<file path="src/shared/srbm_pkg.sv">
// package for the supply regulator and battery monitor register bank
// assumes a 32-bit apb slave on pclk; 8-bit registers sit in the low bits
package srbm_pkg;

    // ----------------------------------------------------------------
    // register byte addresses (printed offsets 0x0c, 0x10, 0x11 -> index * 4)
    // ----------------------------------------------------------------
    localparam logic [7:0] IDX_TRX_CTRL_TWO = 8'h0C;
    localparam logic [7:0] IDX_REG_CTRL     = 8'h10;
    localparam logic [7:0] IDX_MON_CTRL     = 8'h11;
    localparam logic [11:0] ADDR_TRX_CTRL_TWO = {2'b00, IDX_TRX_CTRL_TWO, 2'b00};
    localparam logic [11:0] ADDR_REG_CTRL     = {2'b00, IDX_REG_CTRL, 2'b00};
    localparam logic [11:0] ADDR_MON_CTRL     = {2'b00, IDX_MON_CTRL, 2'b00};
    localparam logic [11:0] ADDR_IRQ_STATUS   = 12'h0_080;
    localparam logic [11:0] ADDR_IRQ_MASK     = 12'h0_084;
    localparam logic [11:0] ADDR_POWER_STATE  = 12'h0_088;

    // ----------------------------------------------------------------
    // field positions
    // ----------------------------------------------------------------
    localparam int BIT_ANALOG_BYPASS   = 7;
    localparam int BIT_ANALOG_SETTLED  = 6;
    localparam int BIT_DIGITAL_BYPASS  = 3;
    localparam int BIT_DIGITAL_SETTLED = 2;
    localparam int BIT_IDLE_KEEP_ON    = 6;
    localparam int BIT_ABOVE_THRESHOLD = 5;
    localparam int BIT_HIGH_RANGE      = 4;
    localparam int IRQ_BATTERY_LOW     = 0;

    // ----------------------------------------------------------------
    // reset values
    // ----------------------------------------------------------------
    localparam logic [7:0] RST_TRX_CTRL_TWO = 8'h24;
    localparam logic [7:0] RST_REG_CTRL     = 8'h00;
    localparam logic [7:0] RST_MON_CTRL     = 8'h02;
    localparam logic [7:0] RST_IRQ_MASK     = 8'h00;

    // writable bits per register
    localparam logic [7:0] WMASK_REG_CTRL = 8'hBB;
    localparam logic [7:0] WMASK_MON_CTRL = 8'h5F;

    // threshold bases and steps in mV
    localparam int STEP_HIGH_MV = 75;
    localparam int STEP_LOW_MV  = 50;
    localparam int BASE_HIGH_MV = 2550;
    localparam int BASE_LOW_MV  = 1700;

    // transceiver power states (as seen by this block)
    typedef enum logic [1:0] {
        SRBM_PWR_ON  = 2'b00,
        SRBM_IDLE    = 2'b01,
        SRBM_ACTIVE  = 2'b11,
        SRBM_SLEEP   = 2'b10
    } srbm_state_t;

    typedef struct packed {
        logic analog_enable;
        logic digital_enable;
    } srbm_reg_en_t;

endpackage

</file>
<file path="src/core/srbm_top.sv">
// supply regulator control and battery monitor register bank
// assumes: apb master on pclk; analog settle and comparator inputs are
// async and synchronised here; power state is given by the transceiver core
`timescale 1ns/10ps
module srbm_top
    import srbm_pkg::*;
#(
    parameter int ADDR_W = 12
) (
    input  wire logic              pclk,
    input  wire logic              presetn,
    input  wire logic              psel,
    input  wire logic              penable,
    input  wire logic              pwrite,
    input  wire logic [ADDR_W-1:0] paddr,
    input  wire logic [31:0]       pwdata,
    input  wire logic [3:0]        pstrb,
    output logic      [31:0]       prdata,
    output logic                   pready,
    output logic                   pslverr,
    input  wire srbm_state_t       power_state,
    input  wire logic              analog_settle_raw,
    input  wire logic              digital_settle_raw,
    input  wire logic              comparator_raw,
    output srbm_reg_en_t           regulator_enable,
    output logic                   threshold_high_range,
    output logic      [3:0]        threshold_select,
    output logic      [11:0]       threshold_mv,
    output logic                   irq
);

    // ----------------------------------------------------------------
    // registers
    // ----------------------------------------------------------------
    logic [7:0] trx_ctrl_two;
    logic [7:0] reg_ctrl;
    logic [7:0] mon_ctrl;
    logic [7:0] irq_status;
    logic [7:0] irq_mask;
    logic       supply_above_threshold;
    logic       flag_seen_high;
    logic [1:0] analog_sync;
    logic [1:0] digital_sync;
    logic [1:0] cmp_sync;

    // ----------------------------------------------------------------
    // decode
    // ----------------------------------------------------------------
    wire access   = psel && penable;
    wire wr       = access && pwrite && pstrb[0];
    wire hit_trx  = (paddr == ADDR_TRX_CTRL_TWO[ADDR_W-1:0]);
    wire hit_reg  = (paddr == ADDR_REG_CTRL[ADDR_W-1:0]);
    wire hit_mon  = (paddr == ADDR_MON_CTRL[ADDR_W-1:0]);
    wire hit_ist  = (paddr == ADDR_IRQ_STATUS[ADDR_W-1:0]);
    wire hit_imk  = (paddr == ADDR_IRQ_MASK[ADDR_W-1:0]);
    wire hit_pwr  = (paddr == ADDR_POWER_STATE[ADDR_W-1:0]);
    wire mapped   = hit_trx | hit_reg | hit_mon | hit_ist | hit_imk | hit_pwr;

    // ----------------------------------------------------------------
    // regulator side
    // ----------------------------------------------------------------
    wire analog_bypass  = reg_ctrl[BIT_ANALOG_BYPASS];
    wire digital_bypass = reg_ctrl[BIT_DIGITAL_BYPASS];
    wire idle_keep_on   = trx_ctrl_two[BIT_IDLE_KEEP_ON];
    wire analog_wanted  = (power_state == SRBM_ACTIVE)
                        || (power_state == SRBM_IDLE && idle_keep_on);
    wire next_analog_en  = !analog_bypass && analog_wanted;
    wire next_digital_en = !digital_bypass;
    wire analog_ok  = analog_bypass || (analog_sync[1] && regulator_enable.analog_enable);
    // reaching this register proves the digital supply is up, so it reads one
    wire digital_ok = 1'b1;

    // ----------------------------------------------------------------
    // battery monitor
    // ----------------------------------------------------------------
    // comparator is analog: it already sees the threshold given by the outputs
    wire monitor_on  = (power_state == SRBM_IDLE) || (power_state == SRBM_ACTIVE);
    wire next_above  = monitor_on ? cmp_sync[1] : supply_above_threshold;
    // fall only counts when flag was really one; a zero after reset stays quiet
    wire low_event   = monitor_on && supply_above_threshold && !cmp_sync[1]
                     && flag_seen_high;
    wire [7:0] clr_bits   = (wr && hit_ist) ? pwdata[7:0] : 8'h00;
    wire [7:0] set_bits   = {7'b0, low_event};
    wire [7:0] next_status = (irq_status & ~clr_bits) | set_bits;
    wire hr_next   = mon_ctrl[BIT_HIGH_RANGE];
    wire [11:0] base_mv = hr_next ? 12'(BASE_HIGH_MV) : 12'(BASE_LOW_MV);
    wire [11:0] step_mv = hr_next ? 12'(STEP_HIGH_MV) : 12'(STEP_LOW_MV);
    wire [11:0] next_thr_mv = base_mv + 12'(step_mv * mon_ctrl[3:0]);

    wire [7:0] reg_rd = {analog_bypass, analog_ok, reg_ctrl[5:4],
                         digital_bypass, digital_ok, reg_ctrl[1:0]};
    wire [7:0] mon_rd = {1'b0, mon_ctrl[6], supply_above_threshold, mon_ctrl[4:0]};
    wire [7:0] rd_byte =
        hit_trx ? trx_ctrl_two :
        hit_reg ? reg_rd :
        hit_mon ? mon_rd :
        hit_ist ? irq_status :
        hit_imk ? irq_mask :
        hit_pwr ? {6'b0, power_state} : 8'h00;

    // ----------------------------------------------------------------
    // synchronisers
    // ----------------------------------------------------------------
    always_ff @(posedge pclk or negedge presetn) begin
        if (!presetn) begin
            analog_sync  <= 2'b00;
            digital_sync <= 2'b00;
            cmp_sync     <= 2'b00;
        end else begin
            analog_sync  <= {analog_sync[0], analog_settle_raw};
            digital_sync <= {digital_sync[0], digital_settle_raw};
            cmp_sync     <= {cmp_sync[0], comparator_raw};
        end
    end

    // ----------------------------------------------------------------
    // register writes
    // ----------------------------------------------------------------
    always_ff @(posedge pclk or negedge presetn) begin
        if (!presetn) begin
            trx_ctrl_two <= RST_TRX_CTRL_TWO;
            reg_ctrl     <= RST_REG_CTRL;
            mon_ctrl     <= RST_MON_CTRL;
            irq_mask     <= RST_IRQ_MASK;
        end else if (wr) begin
            if (hit_trx) begin
                trx_ctrl_two <= pwdata[7:0];
            end else if (hit_reg) begin
                reg_ctrl <= pwdata[7:0] & WMASK_REG_CTRL;
            end else if (hit_mon) begin
                mon_ctrl <= pwdata[7:0] & WMASK_MON_CTRL;
            end else if (hit_imk) begin
                irq_mask <= pwdata[7:0];
            end
        end
    end

    // ----------------------------------------------------------------
    // monitor state and interrupt
    // ----------------------------------------------------------------
    always_ff @(posedge pclk or negedge presetn) begin
        if (!presetn) begin
            supply_above_threshold <= 1'b0;
            flag_seen_high         <= 1'b0;
            irq_status             <= 8'h00;
            irq                    <= 1'b0;
        end else begin
            supply_above_threshold <= next_above;
            flag_seen_high         <= flag_seen_high | (monitor_on && cmp_sync[1]);
            irq_status             <= next_status;                           // set beats clear
            irq                    <= |(next_status & irq_mask);
        end
    end

    // ----------------------------------------------------------------
    // outputs and apb answer
    // ----------------------------------------------------------------
    always_ff @(posedge pclk or negedge presetn) begin
        if (!presetn) begin
            regulator_enable     <= '{analog_enable: 1'b0, digital_enable: 1'b1};
            threshold_high_range <= 1'b0;
            threshold_select     <= RST_MON_CTRL[3:0];
            // matches the reset select so the mv output never disagrees with it
            threshold_mv         <= 12'(BASE_LOW_MV + STEP_LOW_MV * int'(RST_MON_CTRL[3:0]));
            prdata               <= 32'h0000_0000;
            pready               <= 1'b0;
            pslverr              <= 1'b0;
        end else begin
            regulator_enable.analog_enable  <= next_analog_en;
            regulator_enable.digital_enable <= next_digital_en;
            threshold_high_range <= hr_next;
            threshold_select     <= mon_ctrl[3:0];
            threshold_mv         <= next_thr_mv;
            // no wait state: pready is registered from the setup cycle and is high in the first access cycle
            pready               <= psel && !penable;
            pslverr              <= psel && !penable && !mapped;
            prdata               <= (psel && !penable && !pwrite) ? {24'h00_0000, rd_byte}
                                                                  : 32'h0000_0000;
        end
    end

endmodule // srbm_top

</file>
<file path="config.mk">
export PLATFORM = sky130hd
export DESIGN_NAME = srbm_top
export DESIGN_NICKNAME = d
export VERILOG_FILES = /design/src/shared/srbm_pkg.sv /design/src/core/srbm_top.sv
export SDC_FILE = /design/constraint.sdc
export NUM_CORES = 1
export LEC_CHECK = 0
export BUFFER_PORTS_ARGS = -buffer_cell sky130_fd_sc_hd__buf_2
export CAP_MARGIN = 30
export CORE_MARGIN = 2
export CORE_UTILIZATION = 53
export DETAILED_ROUTE_END_ITERATION = 6
export PLACE_DENSITY = 0.81
export SYNTH_ARGS = -nofsm -noshare
export SYNTH_HDL_FRONTEND = slang
export SYNTH_SLANG_ARGS = --single-unit
</file>
<file path="constraint.sdc">
create_clock -name pclk -period 4.6 [get_ports pclk]
set_input_delay 0.23 -clock pclk [delete_from_list [all_inputs] [get_ports pclk]]
set_output_delay 0.23 -clock pclk [all_outputs]
set_load 0.02 [all_outputs]
</file>
==> run metrics <==
post-synth cell types=58; status=complete, no violations; Bufs and invs on worst path=4; share of the yosys chip area belonging to registers=45.6%; ratio of cells with drive above 1 in the final layout=32.8%; area delta synth->final=13.4%; Post-CTS Hold Buffers=2; cell depth of the worst setup path=13; Non-Filler Instances=508; Mapped Area=0.00398 mm^2; routed vias/inst=5.39; fillers=582; Avg Synthesized Cell Area=11.7 um^2; Final Wtd Congestion=0.810; peak fanout along the critical path=19; final WL=7870 um; most common cell after layout, fill and taps aside=dfrtp_1; CTS Sinks=72; TNS Setup=0 ps; Critical Path Most Common Cell=inv_1; maxcap violations=0; GRT overflow=0; core area=0.00725 mm^2; initial antenna violation count=0; DR pass1 iterations=5; clk root buf=clkbuf_8; 1st-iter DRT viols=153; die width=90.6 um; antenna cells=0; fin nets=492; Sequential Power Share=49.8%; Synth Flop Type=dfrtp_1; sw power=0.303 mW; area of the multi-input gates=0.00192 mm^2; fin crit share=84.8%; Cells after Synth=339; Max Clock Skew=13.8 ps; internal power=0.981 mW; initial core utilization=54.8%; CP max-delay cell=dfrtp_1; Post-synth EDFFs=0; Die Y=90.6 um; CTS resizes=0; vias in the first global route=2667; final hold vios=0; Final Critical Period=3900 ps; fmax=256 MHz; Final Max Slew Viols=0; Comb pwr share=6.0%; # setup viols final=0; power share of the clock group=44.2%; YS warnings=0; Worst path max stage delay=810 ps; commonest non-fill, non-tap cells in the layout=63 x dfrtp_1, 59 x buf_2, 28 x mux2_2; DP Wirelength=5580 um; kind of critical path=reg -> reg; Pwr Density=285 mW/mm^2; CTS tree=done; GRT Util Overall=20.2%; final core utilization=62.2%; H-tree levels=3; RSZ-0062 raised after global routing=no; CTS Buffer Depth=2; normalized max-slew margin=41.5%; DRT antenna net count=0; row count=31; DR WL/cell=15.5 um; crit-path cells=inv_1 -> nand2_1 -> o21ai_0 -> ha_1 -> inv_1 -> fa_1 -> inv_1 -> fa_1 -> ha_1 -> inv_1 -> o21ai_0 -> a31oi_1 -> xnor2_1; drt drc=0; Hold Crit Class=in -> async; CTS Buf Count=9; # IOs=112; setup bufs post-CTS=0; CP top delay family=adder cells; largest net degree at the start of global routing=73; Sw Ratio=23.6%; Peak VDD IR=0.000169 V; Clk pin slew, worst setup/hold paths=80 ps; worst reg-to-reg setup slack=700 ps; Startpoint Class=register; DR vias=2740; synthesized flop and latch total=72; ys async rst share=100%; die area=0.00821 mm^2; Worst-Skew Late Latency=360 ps; Buffers on Ports=59; CP arrival=4100 ps; Reg2Reg Depth=13; first-pass GRT wire length=12900 um; sequential cell area=0.00181 mm^2; placed cells=490; Crit path required time=4800 ps; worst slew pin tran=878 ps; Pleak=2.29 nW; Critical Path End Type=register
cell type report:
type                    instances  share of cell area [%]
inverters                      27                    2.25
clock buffers                  10                    3.05
well taps                      99                    2.75
clock inverters                 6                    2.00
flip-flops and latches         72                    40.2
repair buffers                 62                    7.16
multi-input cells             232                    42.6
per-layer routing:
metal  track usage, %  wire length (um)  vias up
met5                0                 0        -
met4             7.31               103        0
met3             4.01               415       14
met2             33.4              3860       98
met1             26.5              3490     1356
li1                 -                 -     1272
power groups by stage:
stage / Combinational [mW] / Clock, mW / Sequential (mW)
floorplan: 0.0538 / 0 / 0.653
global placement: 0.0745 / 0 / 0.651
detailed placement: 0.0761 / 0 / 0.652
CTS: 0.0776 / 0.576 / 0.639
global route: 0.0845 / 0.605 / 0.640
finish: 0.0775 / 0.567 / 0.639
flip-flops by register name (all words and copies together), names as in the netlist:
signal,flops
threshold_mv,12
irq_mask,8
irq_status,8
prdata,8
trx_ctrl_two,8
mon_ctrl,6
reg_ctrl,6
threshold_select,4
analog_sync,2
cmp_sync,2
regulator_enable,2
flag_seen_high,1
irq,1
pready,1
pslverr,1
supply_above_threshold,1
threshold_high_range,1
stage by stage:
stage	power [mW]	setup slack, ps	hold WS (ps)	instance area, um^2
finish	1.28	698	77.5	4510
global route	1.33	441	145	4510
CTS	1.29	712	112	4510
detailed placement	0.728	747	336	4260
global placement	0.726	802	331	4260
floorplan	0.707	1080	-65.6	4060
cell usage after synthesis (4+ instances only):
library cell  instances  area [um^2]
dfstp_2               9          236
a22oi_1               4         30.0
a21oi_1              14         70.1
nor2b_1               4         25.0
mux2_2               28          315
nor2_1                9         33.8
nand2_1              18         67.6
ha_1                 22          275
mux2i_1               4         40.0
o21ai_0              11         55.1
xnor2_1              10         87.6
mux2_4                6         90.1
buf_4                24          180
fa_1                  8          160
a21boi_0              7         52.6
nand2b_1              4         25.0
inv_1                26         97.6
dfrtp_1              63         1580
kinds of logic (layout without fill, tap and decap cells):
| kind of cell | after synthesis | in the layout | synth area share, % |
|---|---|---|---|
| compound gates | 59 | 59 | 9.97 |
| other cells | 1 | 24 | 0.0943 |
| fa+ha+maj | 30 | 30 | 10.9 |
| xor+xnor | 11 | 11 | 2.42 |
| flops | 72 | 72 | 45.6 |
| simple gates | 70 | 70 | 11.5 |
| mux | 38 | 38 | 11.2 |
| buf+inv | 58 | 105 | 8.30 |
worst paths after layout:
kind	to	startpoint
worst max-delay path	threshold_mv[11]	mon_ctrl[4]
worst min-delay path	mon_ctrl[2]	presetn
worst max register to register	threshold_mv[11]	mon_ctrl[4]
worst min register to register	analog_sync[1]	analog_sync[0]
max in group asynchronous	irq_status[4]	presetn
min in group pclk	irq_status[5]	pwdata[5]
worst reg2reg max path, cell delays in order, from the launching register on:
cell and delay, ps:
dfrtp_1 810, inv_1 300, nand2_1 160, o21ai_0 140, ha_1 310, inv_1 50
fa_1 490, inv_1 50, fa_1 450, ha_1 340, inv_1 60, o21ai_0 280
a31oi_1 170, xnor2_1 150
(Power assumes the default switching activity.)
